--- src/hw/pfc_defs.svh ---
/*
 * Indices, fields, resets and counts of the PFC control bank.
 * Assumes inclusion by its bare name from the package and the bench modules.
 */
`ifndef PFC_DEFS_SVH
`define PFC_DEFS_SVH

// Register indices; byte address is four times the index
`define IDX_CONTROL_MAIN 16'h40e0
`define IDX_ADC_CHANNEL_SELECT 16'h40e1
`define IDX_CONTROL_SAMPLING 16'h40f2
`define IDX_AVERAGE_STATUS 16'h40f4

// Main control fields
`define BIT_AVG_START 7
`define BIT_FILTER_HI 6
`define BIT_FILTER_LO 5
`define BIT_HW_AVG_DIS 4
`define BIT_CYCLE_LIMIT 3
`define BIT_OFFSET_SEL 2
`define BIT_OUTPUT_EN 1
`define BIT_MODULE_EN 0

// Reset values
`define RST_CONTROL_MAIN 8'h00
`define RST_ADC_CHANNEL_SELECT 8'h65
`define RST_CONTROL_SAMPLING 8'h00
`define RST_PI_MIN_HIGH 8'h00

// Filter widths, count scale and divider steps
`define FILTER_CLOCKS_01 5'h04
`define FILTER_CLOCKS_10 5'h08
`define FILTER_CLOCKS_11 5'h10
`define MIN_COUNT_SCALE 5
`define DIVIDE_STEPS 6'h20

`endif

--- src/hw/pfc_pkg.sv ---
/*
 * Types shared by the PFC control bank and its users.
 * Assumes pfc_defs.svh is on the include path.
 */
package pfc_pkg;
    `include "pfc_defs.svh"

    // Main control register contents, start bit excluded
    typedef struct packed {
        logic [1:0] overcurrent_filter_select;
        logic hardware_average_disable;
        logic cycle_limit_enable;
        logic offset_channel_select;
        logic pwm_output_enable;
        logic module_enable;
    } control_main_s;

    // ADC steering handed to the sampling logic
    typedef struct packed {
        logic [3:0] current_channel_select;
        logic [3:0] voltage_channel_select;
        logic offset_to_voltage;
    } adc_select_s;

    // Average result as software sees it
    typedef struct packed {
        logic busy;
        logic valid;
        logic [15:0] rectified_average_voltage;
    } average_s;

    typedef enum logic {avg_idle, avg_divide} average_state_e;
endpackage
--- src/hw/pfc_control_registers.sv ---
/*
 * PFC control register bank with over-current gating, averaging and sample pacing.
 * Assumes an AXI4-Lite master on aclk, a same-clock PWM core and sampler, and an
 * asynchronous over-current comparator pin.
 */
// Function
// - Start bit launches averaging, self-clears next clock
// - Writing zero to start bit does nothing
// - Finished average loads rectified average value
// - Filter rejects pulses shorter than 0/4/8/16 clocks
// - Hardware averages per half period unless disabled
// - Timer overflow starts averaging when hardware disabled
// - Enabled over-current event forces outputs off
// - Cycle limit restores output after over-current clears
// - Offset select steers offset to current/voltage
// - Output enable passes PWM to its pin
// - Sampling register acts only while module enabled
// - Disabled module: address holds PI minimum high
// - Voltage sampled every 1/2/4/8 PFC periods
// - Threshold is base/8 or base/16
// - Average valid only with count >= minimum*32
// - Current channel field selects channels 0..13
// - Lower nibble selects voltage sampling channel
// - Filtered comparator high forces PWM low while comparator enable is high
`timescale 1ns/10ps
module pfc_control_registers
    import pfc_pkg::*;
#(
    parameter int ADDR_WIDTH = 18,
    parameter int SAMPLE_WIDTH = 16
)
(
    // Clock and reset
    input wire logic aclk,
    input wire logic aresetn,
    // AXI4-Lite write
    input wire logic [ADDR_WIDTH-1:0] awaddr,
    input wire logic awvalid,
    output logic awready,
    input wire logic [31:0] wdata,
    input wire logic [3:0] wstrb,
    input wire logic wvalid,
    output logic wready,
    output logic [1:0] bresp,
    output logic bvalid,
    input wire logic bready,
    // AXI4-Lite read
    input wire logic [ADDR_WIDTH-1:0] araddr,
    input wire logic arvalid,
    output logic arready,
    output logic [31:0] rdata,
    output logic [1:0] rresp,
    output logic rvalid,
    input wire logic rready,
    // Over-current comparator
    input wire logic overcurrent_comparator,
    input wire logic overcurrent_comparator_enable,
    output logic overcurrent_trip,
    // PWM path
    input wire logic pwm_in,
    output logic pwm_pin,
    // Sampling
    input wire logic pfc_period_tick,
    input wire logic internal_timer_overflow,
    input wire logic line_voltage_sample_valid,
    input wire logic [SAMPLE_WIDTH-1:0] line_voltage_sample,
    input wire logic [SAMPLE_WIDTH-1:0] line_voltage_base,
    output logic line_voltage_sample_request,
    output adc_select_s adc_select,
    output average_s average,
    output logic [7:0] voltage_pi_min_high
);

    // Register index from a byte address
    function automatic logic [15:0] reg_index(input logic [ADDR_WIDTH-1:0] addr);
        reg_index = 16'(addr >> 2);
    endfunction

    // Filter width in clocks for a filter code
    function automatic logic [4:0] filter_clocks(input logic [1:0] code);
        case (code)
            2'h1: filter_clocks = `FILTER_CLOCKS_01;
            2'h2: filter_clocks = `FILTER_CLOCKS_10;
            2'h3: filter_clocks = `FILTER_CLOCKS_11;
            default: filter_clocks = 5'h00;
        endcase
    endfunction

    control_main_s control_main;
    logic average_start_bit;
    logic [7:0] pfc_adc_channel_select;
    logic [7:0] pfc_control_sampling;
    logic [15:0] write_index;
    logic [15:0] read_index;
    logic [1:0] line_voltage_sample_period;
    logic average_period_threshold;
    logic [4:0] minimum_sample_count;

    assign line_voltage_sample_period = pfc_control_sampling[7:6];
    assign average_period_threshold = pfc_control_sampling[5];
    assign minimum_sample_count = pfc_control_sampling[4:0];

    // Write taken with address and data together
    assign awready = awvalid && wvalid && !bvalid;
    assign wready = awready;
    assign write_index = reg_index(awaddr);
    assign read_index = reg_index(araddr);
    assign arready = !rvalid;

    // Write response
    always_ff @(posedge aclk)
    begin
        if (!aresetn)
        begin
            bvalid <= 1'b0;
            bresp <= 2'h0;
        end
        else if (awready)
        begin
            bvalid <= 1'b1;
            bresp <= (write_index == `IDX_CONTROL_MAIN ||
                      write_index == `IDX_ADC_CHANNEL_SELECT ||
                      write_index == `IDX_CONTROL_SAMPLING) ? 2'h0 : 2'h2;
        end
        else if (bready)
            bvalid <= 1'b0;
    end

    // Main control register and self-clearing start bit
    always_ff @(posedge aclk)
    begin
        if (!aresetn)
        begin
            control_main <= control_main_s'(`RST_CONTROL_MAIN);
            average_start_bit <= 1'b0;
        end
        else
        begin
            average_start_bit <= 1'b0;
            if (awready && wstrb[0] && write_index == `IDX_CONTROL_MAIN)
            begin
                control_main <= control_main_s'(wdata[6:0]);
                average_start_bit <= wdata[`BIT_AVG_START];
            end
        end
    end

    // Channel select and shared sampling / PI minimum
    always_ff @(posedge aclk)
    begin
        if (!aresetn)
        begin
            pfc_adc_channel_select <= `RST_ADC_CHANNEL_SELECT;
            pfc_control_sampling <= `RST_CONTROL_SAMPLING;
            voltage_pi_min_high <= `RST_PI_MIN_HIGH;
        end
        else if (awready && wstrb[0])
        begin
            if (write_index == `IDX_ADC_CHANNEL_SELECT)
                pfc_adc_channel_select <= wdata[7:0];
            if (write_index == `IDX_CONTROL_SAMPLING && control_main.module_enable)
                pfc_control_sampling <= wdata[7:0];
            if (write_index == `IDX_CONTROL_SAMPLING && !control_main.module_enable)
                voltage_pi_min_high <= wdata[7:0];
        end
    end

    // Read channel
    always_ff @(posedge aclk)
    begin
        if (!aresetn)
        begin
            rvalid <= 1'b0;
            rdata <= 32'h0;
            rresp <= 2'h0;
        end
        else if (arvalid && arready)
        begin
            rvalid <= 1'b1;
            rresp <= 2'h0;
            case (read_index)
                `IDX_CONTROL_MAIN: rdata <= {25'h0, control_main};
                `IDX_ADC_CHANNEL_SELECT: rdata <= {24'h0, pfc_adc_channel_select};
                `IDX_CONTROL_SAMPLING: rdata <= {24'h0, control_main.module_enable ?
                    pfc_control_sampling : voltage_pi_min_high};
                `IDX_AVERAGE_STATUS: rdata <= {14'h0, average};
                default:
                begin
                    rdata <= 32'h0;
                    rresp <= 2'h2;
                end
            endcase
        end
        else if (rready)
            rvalid <= 1'b0;
    end

    // ADC steering
    always_comb
    begin
        adc_select.current_channel_select = pfc_adc_channel_select[7:4];
        adc_select.voltage_channel_select = pfc_adc_channel_select[3:0];
        adc_select.offset_to_voltage = control_main.offset_channel_select;
    end

    // Comparator pin synchroniser and noise filter
    logic cmp_meta;
    logic cmp_sync;
    logic cmp_filtered;
    logic [4:0] filter_count;
    logic [4:0] filter_len;

    assign filter_len = filter_clocks(control_main.overcurrent_filter_select);

    always_ff @(posedge aclk)
    begin
        if (!aresetn)
        begin
            cmp_meta <= 1'b0;
            cmp_sync <= 1'b0;
        end
        else
        begin
            cmp_meta <= overcurrent_comparator;
            cmp_sync <= cmp_meta;
        end
    end

    always_ff @(posedge aclk)
    begin
        if (!aresetn)
        begin
            cmp_filtered <= 1'b0;
            filter_count <= 5'h00;
        end
        else if (filter_len == 5'h00 || cmp_sync == cmp_filtered ||
            filter_count + 5'h01 >= filter_len)
        begin
            cmp_filtered <= cmp_sync;
            filter_count <= 5'h00;
        end
        else
        begin
            filter_count <= filter_count + 5'h01;
        end
    end

    // Over-current trip, latched or cycle-limited
    logic overcurrent_event;
    assign overcurrent_event = overcurrent_comparator_enable && cmp_filtered;

    always_ff @(posedge aclk)
    begin
        if (!aresetn)
            overcurrent_trip <= 1'b0;
        else if (overcurrent_event)
            overcurrent_trip <= 1'b1;
        else if (control_main.cycle_limit_enable)
            overcurrent_trip <= 1'b0;
        else if (!control_main.pwm_output_enable || !control_main.module_enable)
            overcurrent_trip <= 1'b0; // Disabling the output rearms protection
    end

    // PWM pin gating
    always_ff @(posedge aclk)
    begin
        if (!aresetn)
            pwm_pin <= 1'b0;
        else
            pwm_pin <= pwm_in && control_main.module_enable &&
                control_main.pwm_output_enable &&
                !overcurrent_trip && !overcurrent_event;
    end

    // Line voltage sample pacing in PFC periods
    logic [2:0] period_count;
    logic [2:0] period_last;
    assign period_last = 3'((4'h1 << line_voltage_sample_period) - 4'h1);

    always_ff @(posedge aclk)
    begin
        if (!aresetn)
        begin
            period_count <= 3'h0;
            line_voltage_sample_request <= 1'b0;
        end
        else
        begin
            line_voltage_sample_request <= 1'b0;
            if (!control_main.module_enable)
                period_count <= 3'h0;
            else if (pfc_period_tick && period_count >= period_last)
            begin
                period_count <= 3'h0;
                line_voltage_sample_request <= 1'b1;
            end
            else if (pfc_period_tick)
                period_count <= period_count + 3'h1;
        end
    end

    // Period boundary: sample rises through the threshold
    logic [SAMPLE_WIDTH-1:0] threshold;
    logic [SAMPLE_WIDTH-1:0] previous_sample;
    logic boundary;
    logic trigger;
    assign threshold = average_period_threshold ?
        (line_voltage_base >> 3) : (line_voltage_base >> 4);
    assign boundary = line_voltage_sample_valid && line_voltage_sample > threshold &&
        previous_sample <= threshold;
    assign trigger = control_main.module_enable &&
        ((boundary && !control_main.hardware_average_disable) ||
        (internal_timer_overflow && control_main.hardware_average_disable) ||
        average_start_bit);

    // Accumulation of samples within one period
    logic [31:0] sample_sum;
    logic [15:0] sample_count;
    logic enough_samples;
    assign enough_samples = sample_count != 16'h0 &&
        sample_count >= (16'(minimum_sample_count) << `MIN_COUNT_SCALE);

    always_ff @(posedge aclk)
    begin
        if (!aresetn)
        begin
            previous_sample <= '0;
            sample_sum <= 32'h0;
            sample_count <= 16'h0;
        end
        else if (!control_main.module_enable)
        begin
            sample_sum <= 32'h0;
            sample_count <= 16'h0;
        end
        else
        begin
            if (line_voltage_sample_valid)
                previous_sample <= line_voltage_sample;
            if (trigger)
            begin
                sample_sum <= line_voltage_sample_valid ? 32'(line_voltage_sample) : 32'h0;
                sample_count <= line_voltage_sample_valid ? 16'h1 : 16'h0;
            end
            else if (line_voltage_sample_valid && sample_count != 16'hffff)
            begin
                sample_sum <= sample_sum + 32'(line_voltage_sample);
                sample_count <= sample_count + 16'h1;
            end
        end
    end

    // Restoring divider producing the average
    average_state_e avg_state;
    logic [31:0] quotient;
    logic [16:0] remainder;
    logic [15:0] divisor;
    logic [5:0] divide_step;
    logic [16:0] trial;
    assign trial = {remainder[15:0], quotient[31]};
    logic fits;
    assign fits = trial >= {1'b0, divisor}; // Quotient bit of this step

    always_ff @(posedge aclk)
    begin
        if (!aresetn)
        begin
            avg_state <= avg_idle;
            quotient <= 32'h0;
            remainder <= 17'h0;
            divisor <= 16'h0;
            divide_step <= 6'h0;
            average <= '0;
        end
        else
        begin
            case (avg_state)
                avg_idle:
                begin
                    if (trigger && enough_samples)
                    begin
                        quotient <= sample_sum;
                        remainder <= 17'h0;
                        divisor <= sample_count;
                        divide_step <= 6'h0;
                        average.busy <= 1'b1;
                        avg_state <= avg_divide;
                    end
                    else if (trigger)
                        average.valid <= 1'b0;
                end
                avg_divide:
                begin
                    remainder <= fits ? trial - {1'b0, divisor} : trial;
                    quotient <= {quotient[30:0], fits};
                    divide_step <= divide_step + 6'h1;
                    if (divide_step == `DIVIDE_STEPS - 6'h1)
                    begin
                        average.rectified_average_voltage <= {quotient[14:0], fits};
                        average.valid <= 1'b1;
                        average.busy <= 1'b0;
                        avg_state <= avg_idle;
                    end
                end
                default: avg_state <= avg_idle;
            endcase
        end
    end

endmodule

--- config.mk ---
export PLATFORM = sky130hd
export DESIGN_NAME = pfc_control_registers
export DESIGN_NICKNAME = d
export VERILOG_FILES = /design/src/hw/pfc_pkg.sv /design/src/hw/pfc_control_registers.sv
export VERILOG_INCLUDE_DIRS = /design/src /design/src/hw
export SDC_FILE = /design/constraint.sdc
export NUM_CORES = 1
export LEC_CHECK = 0
export BUFFER_PORTS_ARGS = -buffer_cell sky130_fd_sc_hd__buf_2
export CAP_MARGIN = 20
export CORE_ASPECT_RATIO = 2
export CORE_MARGIN = 2
export CORE_UTILIZATION = 42
export CTS_BUF_LIST = sky130_fd_sc_hd__clkbuf_8
export DETAILED_ROUTE_END_ITERATION = 7
export HOLD_SLACK_MARGIN = 0.02
export SKIP_LAST_GASP = 1
export SLEW_MARGIN = 20
export SYNTH_ARGS = -nofsm -noshare
export SYNTH_HDL_FRONTEND = slang
export SYNTH_SLANG_ARGS = --single-unit
--- constraint.sdc ---
create_clock -name aclk -period 3.2 [get_ports aclk]
set_input_delay 0.32 -clock aclk [delete_from_list [all_inputs] [get_ports aclk]]
set_output_delay 0.32 -clock aclk [all_outputs]
set_load 0.1 [all_outputs]
# [Word-level counts from Yosys, hierarchy flattened]
# Cells that the tools add are included.
[word_totals] reg_bits=237 out_inout_bits=79 elab_cells=157 input_bits=117
[classes] eq_ne=17 bitwise=3 n_lt_le_gt_ge=6 shifts=1 n_mux=35 n_reduce_logical=54 n_addsub=7
[ops] op="$eq A16 B15 Y1 const B" n=7
[ops] op="$mux W32" n=3
[ops] op="$mux W16" n=5
[ops] op="$pmux W18 S4" n=1
[ops] op="$pmux W32 S2" n=1
[ops] op="$add A32 B16 Y32" n=1
[ops] op="$pmux W16 S2" n=1
[ops] op="$logic_and A1 B1 Y1" n=21
[ops] op="$mux W18" n=1
[ops] op="$reduce_and A2 Y1" n=9
[ops] op="$ge A17 B16 Y1" n=1
[ops] op="$add A16 B1 Y16 const B" n=1
[ops] op="$ge A16 B10 Y1" n=1
[ops] op="$gt A16 B13 Y1" n=1
[ops] op="$le A16 B13 Y1" n=1
[ops] op="$ne A16 B16 Y1 const B" n=1
[ops] op="$reduce_bool A16 Y1" n=1
[ops] op="$sub A16 B16 Y16" n=1
[ops] op="$pmux W5 S3" n=1
[ops] op="$mux W1" n=14
[ops] op="$mux W13" n=1
[ops] op="$pmux W6 S2" n=1
[ops] op="$mux W8" n=1
[ops] op="$logic_not A1 Y1" n=7
[ops] op="26 further kinds" n=40

# [Longest topological paths before layout]
# Gate-level depths: netlist of the first run.
[logic_depth] depth_word=11 mapped_depth=14

# [Worst setup path after synthesis of the first run]
# Ideal clock, no wire load.
[synth_timing] kind="flip-flop to flip-flop" start="reg pfc_control_sampling[5]" end="reg divisor[10]" setup_slack_ns=-0.107 stages_incl_launch_ff=15 t_arrival_ns=3.179 path_buffers=4 setup_time_ns=0.128 cell_sequence="dfxtp_1 > clkbuf_1 > buf_1 > mux2i_1 > ha_1 > nand3_1 > or3_1 > or3_4 > o211a_2 > nor2_8 > nand3_2 > buf_6 > buf_6 > mux2i_1 > nor2_1"
[synth_between] elab_chain_cells=10 word_cells_on_any_way=11 cone_classes="order compare: 2; mux: 1; reduce/logical: 8"
[synth_rtl] element="start: declaration" line_no="pfc_control_registers.sv:92" source="logic [7:0] pfc_control_sampling;"
[synth_rtl] element="start signal: assignment" line_no="pfc_control_registers.sv:154" source="pfc_control_sampling <= `RST_CONTROL_SAMPLING;"
[synth_rtl] element="start signal: assignment" line_no="pfc_control_registers.sv:162" source="pfc_control_sampling <= wdata[7:0];"
[synth_rtl] element="$mux W13 (*)" line_no="pfc_control_registers.sv:307" source="assign threshold = average_period_threshold ?"
[synth_rtl] element="$gt A16 B13 Y1" line_no="pfc_control_registers.sv:309" source="assign boundary = line_voltage_sample_valid && line_voltage_sample > threshold &&"
[synth_rtl] element="$logic_and A1 B1 Y1" line_no="pfc_control_registers.sv:309"
[synth_rtl] element="$logic_and A1 B1 Y1 (*)" line_no="pfc_control_registers.sv:309"
[synth_rtl] element="$logic_and A1 B1 Y1 (*)" line_no="pfc_control_registers.sv:312" source="((boundary && !control_main.hardware_average_disable) ||"
[synth_rtl] element="$logic_or A1 B1 Y1 (*)" line_no="pfc_control_registers.sv:312"
[synth_rtl] element="$logic_or A1 B1 Y1 (*)" line_no="pfc_control_registers.sv:313" source="(internal_timer_overflow && control_main.hardware_average_disable) ||"
[synth_rtl] element="$logic_and A1 B1 Y1 (*)" line_no="pfc_control_registers.sv:311" source="assign trigger = control_main.module_enable &&"
[synth_rtl] element="$logic_and A1 B1 Y1 (*)" line_no="pfc_control_registers.sv:380" source="if (trigger && enough_samples)"
[synth_rtl] element="$reduce_and A2 Y1 (no source line) (*)"
[synth_rtl] element="end signal: assignment" line_no="pfc_control_registers.sv:384" source="divisor <= sample_count;"
[synth_rtl] element="end: declaration" line_no="pfc_control_registers.sv:357" source="logic [15:0] divisor;"
# Mark *: on every way between the ends. The rest lies on a longest branch, timed or not.
# A chain may end at the register's enable or synchronous reset.

# [Worst setup path in the final report of the first run]
[layout_timing] start="reg pfc_control_sampling[5]" end="reg remainder[3]"
[layout_between] elab_chain_cells=10 word_cells_on_any_way=11 cone_classes="order compare: 2; eq/ne: 1; mux: 1; reduce/logical: 7"
[layout_rtl] element="$mux W13 (*)" line_no="pfc_control_registers.sv:307"
[layout_rtl] element="$gt A16 B13 Y1" line_no="pfc_control_registers.sv:309"
[layout_rtl] element="$logic_and A1 B1 Y1" line_no="pfc_control_registers.sv:309"
[layout_rtl] element="$logic_and A1 B1 Y1 (*)" line_no="pfc_control_registers.sv:309"
[layout_rtl] element="$logic_and A1 B1 Y1 (*)" line_no="pfc_control_registers.sv:312"
[layout_rtl] element="$logic_or A1 B1 Y1 (*)" line_no="pfc_control_registers.sv:312"
[layout_rtl] element="$logic_or A1 B1 Y1 (*)" line_no="pfc_control_registers.sv:313"
[layout_rtl] element="$logic_and A1 B1 Y1 (*)" line_no="pfc_control_registers.sv:311"
[layout_rtl] element="$logic_and A1 B1 Y1 (*)" line_no="pfc_control_registers.sv:380"
[layout_rtl] element="$ne A2 B2 Y1 (no source line) (*)"
[layout_rtl] element="end signal: assignment" line_no="pfc_control_registers.sv:394" source="remainder <= fits ? trial - {1'b0, divisor} : trial;"
[layout_rtl] element="end: declaration" line_no="pfc_control_registers.sv:356" source="logic [16:0] remainder;"
# Marked as above.

==> results of run 1 <==
==> final timing paths <==
check	end	slack, ps	cells after the start
max	remainder[3]$_SDFFE_PN0P_	140	13
min	voltage_pi_min_high[3]$_SDFFE_PN0P_	50	3
max reg2reg	remainder[3]$_SDFFE_PN0P_	140	13
min reg2reg	cmp_sync$_SDFF_PN0_	440	1
==> area by class of cell <==
cell class | instances | area [um2]
Clock buffer | 42 | 578.1
Clock inverter | 18 | 137.6
Fill cell | 2634 | 13840
Inverter | 50 | 188.9
Multi-Input combinational cell | 1069 | 6972
Sequential cell | 221 | 4425
Tap cell | 356 | 445.4
Timing Repair Buffer | 217 | 1388
==> power breakdown <==
part	internal [mW]	total (mW)	switching (mW)
Sequential	2.76	2.76	0.00339
Clock	1.36	2.52	1.17
Combinational	0.133	0.458	0.326
==> per-stage QoR <==
| step | cells | hold slack [ps] | area (um2) | TNS, ps |
|---|---|---|---|---|
| 2_1_floorplan | 1425 | 411.9 | 11910 | 0 |
| 3_3_place_gp | 1896 | 418.8 | 13160 | 0 |
| 3_5_place_dp | 1896 | 424.7 | 13160 | -2334 |
| 4_1_cts | 1969 | 21.78 | 14010 | 0 |
| 5_1_grt | 1973 | 38.35 | 14130 | -2.659 |
| 6_report | 1973 | 54.19 | 14130 | 0 |
==> worst register-to-register path: stages (launching register included) <==
cell	delay, ps
sky130_fd_sc_hd__dfxtp_2	340
sky130_fd_sc_hd__buf_12	140
sky130_fd_sc_hd__buf_6	150
sky130_fd_sc_hd__mux2i_4	190
sky130_fd_sc_hd__ha_1	300
sky130_fd_sc_hd__nand4_1	120
sky130_fd_sc_hd__or4_1	470
sky130_fd_sc_hd__o31ai_4	220
sky130_fd_sc_hd__a32oi_2	160
sky130_fd_sc_hd__nand3_2	150
sky130_fd_sc_hd__nand2_1	140
sky130_fd_sc_hd__nor2_4	290
sky130_fd_sc_hd__buf_4	200
sky130_fd_sc_hd__o2bb2ai_1	120
==> kinds of logic (layout without fill, tap and decap cells) <==
logic type / count (synthesis) / count (layout)
AOI/OAI and AO/OA: 359 / 359
xor gates and xnor gates: 52 / 52
adders and majority gates: 77 / 77
buffers and inverters: 135 / 327
DFF: 221 / 221
muxes: 94 / 94
other: 1 / 16
and+or+nand+nor: 471 / 471
==> routing by layer <==
metal,part of all wire [%],vias to the layer above
li1,-,5359
met1,40,5111
met2,53,253
met3,4.1,64
met4,2.9,0
met5,0,-
==> repair_timing <==
item                                   in CTS  in global routing
setup endpoints to repair                  29                 71
buffers inserted                            4                  4
endpoints found under the hold margin      12                  0
gates resized for setup                     5                 16
hold buffers                                9                  0
pin swaps                                   2                  4
==> registers in the layout, indices dropped and copies added, names as in the netlist, 3 cells and up <==
name,flops
divide_step,6
pfc_control_sampling,8
pfc_adc_channel_select,8
control_main,6
remainder,16
divisor,16
sample_count,16
sample_sum,32
previous_sample,16
quotient,32
period_count,3
filter_count,5
average,18
rdata,18
voltage_pi_min_high,8
==> layout by cell type, fill, tap and decap left out, drive strengths merged, types with 9 or more instances in the layout <==
cell / instances
a211oi: 13
a21o: 12
a21oi: 155
a22oi: 9
and2: 9
and3: 9
buf: 208
clkbuf: 42
conb: 16
dfxtp: 221
dlygate4sd3: 9
ha: 75
inv: 59
mux2i: 92
nand2: 185
nand2b: 11
nand3: 37
nand4: 26
nor2: 123
nor2b: 13
nor3: 19
o21a: 10
o21ai: 89
o2bb2ai: 12
or3: 10
xnor2: 29
xor2: 23
==> run_results.csv, run 1 <==
group,metric,value,unit
run_status,status,"completed",
global_route,grt-ovfl-total,0,
timing,slew_viol_final,0,
worst_setup_path,critPathRequiredTime,3660,ps
hold_path,hold_path.class,"input port to register",
finish,post_route_cells_drive_above_1_share,18.49,%
die,placementRows,87,
global_route,grt_start_max_net_pins,105,
placed_design,port-buffer-count,145,
timing,max_clock_freq,327.2,MHz
placed_design,dp_hpwl,25.34,mm
power_and_ir_drop,max-vdd-ir-drop,349.5,uV
global_route,global_route.usage.met3,3.208,%
route,dr_pass1_iterations,5,
logic_synthesis,muxShareOfSynthArea,7.962,%
die,full_die_area,29650,um2
clock_tree,ctsRootBufferMaster,"sky130_fd_sc_hd__clkbuf_8",
worst_setup_path,critPathLaunch,"pfc_control_sampling[5]$_SDFFE_PN0P_",
global_route,global_route.usage.met2,42.04,%
logic_synthesis,synth_fa_ha_area_share,8.258,%
timing,slew-limit-headroom,39.34,%
logic_synthesis,synth.yosys.seq_area_share,37.34,%
logic_synthesis,synth-seq-cells,221,
finish,final_core_util,50.53,%
worst_setup_path,worst_path_largest_cell_delay,470,ps
die,ios,196,
logic_synthesis,synth.lib_cells_used.distinct,80,
clock_tree,cts_made_buffers,36,
worst_setup_path,worstPathMaxFanout,9,
clock_tree,clkSlewWorstSetupHoldPaths,70,ps
logic_synthesis,yosys-top-cells-count,"sky130_fd_sc_hd__dfxtp_1, sky130_fd_sc_hd__nand2_1, sky130_fd_sc_hd__a21oi_1",
route,route.detailed.wl_per_inst,17.47,um
die,die_h,241.5,um
logic_synthesis,yosys-top-cells-area,"sky130_fd_sc_hd__dfxtp_1, sky130_fd_sc_hd__ha_1, sky130_fd_sc_hd__mux2i_1, sky130_fd_sc_hd__a21oi_1, sky130_fd_sc_hd__nand2_1",
worst_setup_path,timing.critical_path.to_type,"register",
finish,antenna_cells_inserted,0,
timing,layout_setup_ws,144.0,ps
clock_tree,cts_tree,"yes",
die,core-area,27980,um2
finish,final_net_count,1789,
global_route,global_route_layer_with_the_greatest_usage,"met2",
worst_setup_path,worst_r2r_startpoint,"pfc_control_sampling[5]$_SDFFE_PN0P_",
placed_design,globalplace.congestion,0.8577,
clock_tree,cts.htree.levels,2,
route,route.antenna.remaining_nets,0,
clock_tree,cts.sinks,221,
timing,tightestPinTransition,908.6,ps
timing,report.final.hold_viol_count,0,
placed_design,detailedPlace.worstSlack,-168.0,ps
worst_setup_path,worstSetupStartpointType,"register",
finish,layout-area-overhead-vs-synth,19.29,%
worst_setup_path,worstSetupPathType,"register to register",
route,drt-total-wl,34.48,mm
logic_synthesis,yosysMostFrequentCell,"sky130_fd_sc_hd__dfxtp_1",
die,start_util,42.35,%
job,timing.max_cap.violations,0,
worst_setup_path,critical_path_cell_by_cell,"buf_12 -> buf_6 -> mux2i_4 -> ha_1 -> nand4_1 -> or4_1 -> o31ai_4 -> a32oi_2 -> nand3_2 -> nand2_1 -> nor2_4 -> buf_4 -> o2bb2ai_1",
logic_synthesis,asyncSetResetFlopFracSynth,0,%
die,floorplan.die.width,122.8,um
global_route,gr-usage-all-layers,23.09,%
global_route,grt_pass1_vias,10670,
power_and_ir_drop,power_total,5.743,mW
timing,final_min_period_over_clock_period,95.50,%
worst_setup_path,critical_path.top_delay_family,"simple AND/OR/NAND/NOR gates",
route,vias,10790,
hold_path,hp-start,"wdata[3]",
logic_synthesis,synth-simple-area-share,18.75,%
logic_synthesis,synth_top_cell_area_share,37.34,%
power_and_ir_drop,power.static_leakage,6.027,nW
clock_tree,clock_path_buffers,3,
logic_synthesis,ys.flop_type,"sky130_fd_sc_hd__dfxtp_1",
logic_synthesis,syn_area_per_cell,8.403,um2
global_route,number_of_antenna_violations_at_the_first_check_in_global_routing,0,
global_route,global_route_wire_length_before_repair,54.64,mm
power_and_ir_drop,pwr_density_cell,406.3,nW/um2
route,initialDrtViolationCount,649,
timing,report.final.setup_viol,0,
logic_synthesis,synth_cells,1410,
logic_synthesis,synthXorXnorAreaFrac,3.844,%
logic_synthesis,synthDominantAreaCellType,"sky130_fd_sc_hd__dfxtp_1",
timing,finalWorstPathRequiredPeriod,3056,ps
logic_synthesis,syn-cell-area,11850,um2
route,remaining_drc_errors,0,
logic_synthesis,largest_family_of_logic_cells_by_synthesized_area,"simple AND/OR/NAND/NOR gates",
logic_synthesis,synth-compound-area-share,18.48,%
logic_synthesis,synth_enable_flop_cells,0,
timing,finClkSkew,21.74,ps
global_route,met1_usage,26.69,%
clock_tree,worstSkewPairLatency,560,ps
worst_setup_path,cp_slowest_cell,"sky130_fd_sc_hd__or4_1",
worst_setup_path,worst-endpoint-arrival,3520,ps
route,route.detailed.vias_per_inst,5.467,
worst_setup_path,critical_path_buf_inv_count,3,
logic_synthesis,yosys_warnings,0,
(Power assumes the default switching activity.)
==> run 2: changes to the inputs <==
--- a/config.mk
+++ b/config.mk
@@ -12,6 +12,7 @@
 export CORE_MARGIN = 2
 export CORE_UTILIZATION = 42
 export CTS_BUF_LIST = sky130_fd_sc_hd__clkbuf_8
+export CTS_CLUSTER_SIZE = 10
 export DETAILED_ROUTE_END_ITERATION = 7
 export HOLD_SLACK_MARGIN = 0.02
 export SKIP_LAST_GASP = 1
==> constraint.sdc (replaced) <==
create_clock -name aclk -period 3.2 [get_ports aclk]
set_input_delay 0.16 -clock aclk [delete_from_list [all_inputs] [get_ports aclk]]
set_output_delay 0.16 -clock aclk [all_outputs]
set_load 0.1 [all_outputs]
==> run 2 against run 1 <==
Combinational power rose by 7.2%. Sequential power barely moved. Non-clock buffer count rose by 24. Clock skew fell by 6.1 ps. Register-to-register slack got worse by 30 ps. Critical path depth did not move. Global-route usage rose by 0.26 points. Final area rose by 2.5%. Die area did not move. Largest power group unchanged. Highest routed layer unchanged.
==> run_results.csv, run 2 (synthesis results as in run 1) <==
group,metric,value,unit
finish,final_net_count,1813,
worst_setup_path,worstSetupPathType,"register to register",
timing,tightestPinTransition,869.5,ps
hold_path,whs_path_depth,4,
power_and_ir_drop,max-vdd-ir-drop,286.0,uV
timing,report.final.hold_viol_count,0,
hold_path,hold_end,"previous_sample[1]$_SDFFE_PN0P_",
finish,post_route_cells_drive_above_1_share,18.42,%
run_status,status,"completed",
finish,layout.cells.most_common_list,"sky130_fd_sc_hd__dfxtp_1, sky130_fd_sc_hd__nand2_1, sky130_fd_sc_hd__a21oi_1, sky130_fd_sc_hd__buf_2, sky130_fd_sc_hd__nor2_1",
clock_tree,cts_tree,"yes",
finish,layout.cells.most_common,"sky130_fd_sc_hd__dfxtp_1",
hold_path,hp-start,"line_voltage_sample[1]",
timing,final_min_period_over_clock_period,96.53,%
global_route,number_of_antenna_violations_at_the_first_check_in_global_routing,0,
power_and_ir_drop,power.static_leakage,6.163,nW
finish,antenna_cells_inserted,0,
clock_tree,clock_path_buffers,3,
power_and_ir_drop,pwr_density_cell,405.5,nW/um2
finish,reg.largest.list,"quotient: 32 flops, sample_sum: 32 flops",
worst_setup_path,worst-endpoint-arrival,3510,ps
worst_setup_path,timing.critical_path.to_type,"register",
route,dr_pass1_iterations,7,
worst_setup_path,critPathRequiredTime,3620,ps
clock_tree,clkSlewWorstSetupHoldPaths,60,ps
clock_tree,cts_made_buffers,36,
global_route,grt_pass1_vias,10890,
timing,slew_viol_final,0,
timing,grt_setup_unrepaired,"true",
route,route.detailed.vias_per_inst,5.465,
die,placementRows,87,
route,vias,10940,
die,floorplan.die.width,122.8,um
global_route,gr-usage-all-layers,23.34,%
timing,max_clock_freq,323.7,MHz
finish,fillerInstances,2663,
worst_setup_path,setup.reg_to_reg.worst_slack,110,ps
clock_tree,worstSkewPairLatency,550,ps
finish,seq_area,4425,um2
die,ios,196,
route,remaining_drc_errors,0,
timing,slew-limit-headroom,41.86,%
clock_tree,cts.sinks,221,
global_route,global_route_wire_length_before_repair,55.54,mm
hold_path,hold_path.class,"input port to register",
route,route.detailed.wl_per_inst,17.44,um
global_route,grt_start_max_net_pins,105,
worst_setup_path,worst_r2r_startpoint,"pfc_control_sampling[5]$_SDFFE_PN0P_",
die,die_h,241.5,um
worst_setup_path,worstSetupStartpointType,"register",
route,drt-total-wl,34.90,mm
timing,report.final.setup_viol,0,
placed_design,dp_hpwl,25.31,mm
worst_setup_path,reg2reg_depth,13,
die,full_die_area,29650,um2
finish,layout-area-overhead-vs-synth,22.23,%
die,core-area,27980,um2
die,start_util,42.35,%
job,timing.max_cap.violations,0,
route,initialDrtViolationCount,547,
placed_design,port-buffer-count,145,
timing,finalWorstPathRequiredPeriod,3089,ps
placed_design,globalplace.congestion,0.8570,
timing,setup-tns-final,0,ps
clock_tree,cts.htree.levels,2,
worst_setup_path,worstPathMaxFanout,8,
clock_tree,ctsRootBufferMaster,"sky130_fd_sc_hd__clkbuf_8",
finish,final_core_util,51.77,%
timing,worst_hold_slack,43.12,ps
timing,finClkSkew,15.64,ps
route,route.antenna.remaining_nets,0,
global_route,grt-ovfl-total,0,
worst_setup_path,reg2reg_to,"sample_sum[11]$_SDFFE_PN0P_",
finish,multi_input_comb_area,7024,um2
==> run 2: cell count changes in the layout (fill, tap and decap cells not counted), sizes merged <==
cell         delta
inv             -1
bufinv          -2
clkbuf         +11
buf             -5
dlygate4sd3    +29
clkinvlp        -2
clkinv          -2
==> run 2: repair_timing <==
action	4_1_cts	5_1_grt
setup endpoints to repair	27	93
setup buffers	4	4
gates resized for setup	4	25
hold buffers	38	0
pin swaps	2	6
hold endpoints to repair	63	0
==> run 2: layout make-up <==
type | count | area share [%]
inverters | 50 | 1.305
well taps | 356 | 3.076
multi-input cells | 1069 | 48.50
flip-flops and latches | 221 | 30.56
clock inverters | 11 | 0.3369
clock buffers | 53 | 5.037
repair buffers | 241 | 11.19
==> run 2: worst max-delay path by stage <==
stage	to	depth (start not counted)	slack, ps	from
after floorplan	divisor[10]$_SDFFE_PN0P_	14	110	pfc_control_sampling[5]$_SDFFE_PN0P_
after global placement	remainder[3]$_SDFFE_PN0P_	12	-60	pfc_control_sampling[5]$_SDFFE_PN0P_
after detailed placement	remainder[3]$_SDFFE_PN0P_	13	-150	pfc_control_sampling[5]$_SDFFE_PN0P_
after CTS	sample_count[5]$_SDFFE_PN0P_	14	20	pfc_control_sampling[5]$_SDFFE_PN0P_
after global routing	divide_step[3]$_SDFFE_PN0P_	13	-5	pfc_control_sampling[5]$_SDFFE_PN0P_
final	sample_sum[11]$_SDFFE_PN0P_	13	110	pfc_control_sampling[5]$_SDFFE_PN0P_
==> run 2: through the flow <==
step	setup WS, ps	cells	total power [mW]	instance area (um2)
final	111.0	2001	5.873	14480
after global routing	-4.555	2001	6.078	14480
after CTS	18.47	1997	5.921	14300
after detailed placement	-146.3	1891	3.256	13090
after global placement	-55.67	1891	3.249	13090
after floorplan	108.6	1425	3.119	11910
==> run 2: per-layer routing <==
metal | share of wire (%) | GRT usage [%] | routed length [um]
met3 | 3.9 | 2.925 | 1357
met4 | 4.2 | 9.838 | 1475
met2 | 52 | 42.22 | 18080
met1 | 40 | 26.86 | 13980
met5 | 0 | 0 | 0
==> run 2: where the power goes <==
part / internal (mW) / switching (mW)
Clock: 1.46 / 1.16
Sequential: 2.76 / 0.00356
Combinational: 0.157 / 0.334
==> run 2: critical path, cell delays in order (launching register included) <==
cell                       delay [ps]
sky130_fd_sc_hd__dfxtp_2          340
sky130_fd_sc_hd__buf_12           140
sky130_fd_sc_hd__buf_6            150
sky130_fd_sc_hd__mux2i_4          190
sky130_fd_sc_hd__ha_1             290
sky130_fd_sc_hd__nand4_1          130
sky130_fd_sc_hd__or4_4            450
sky130_fd_sc_hd__o31ai_4          290
sky130_fd_sc_hd__a32o_2           260
sky130_fd_sc_hd__buf_4            150
sky130_fd_sc_hd__nor3_4            40
sky130_fd_sc_hd__buf_4            180
sky130_fd_sc_hd__a221oi_2         270
sky130_fd_sc_hd__nor2_1            70
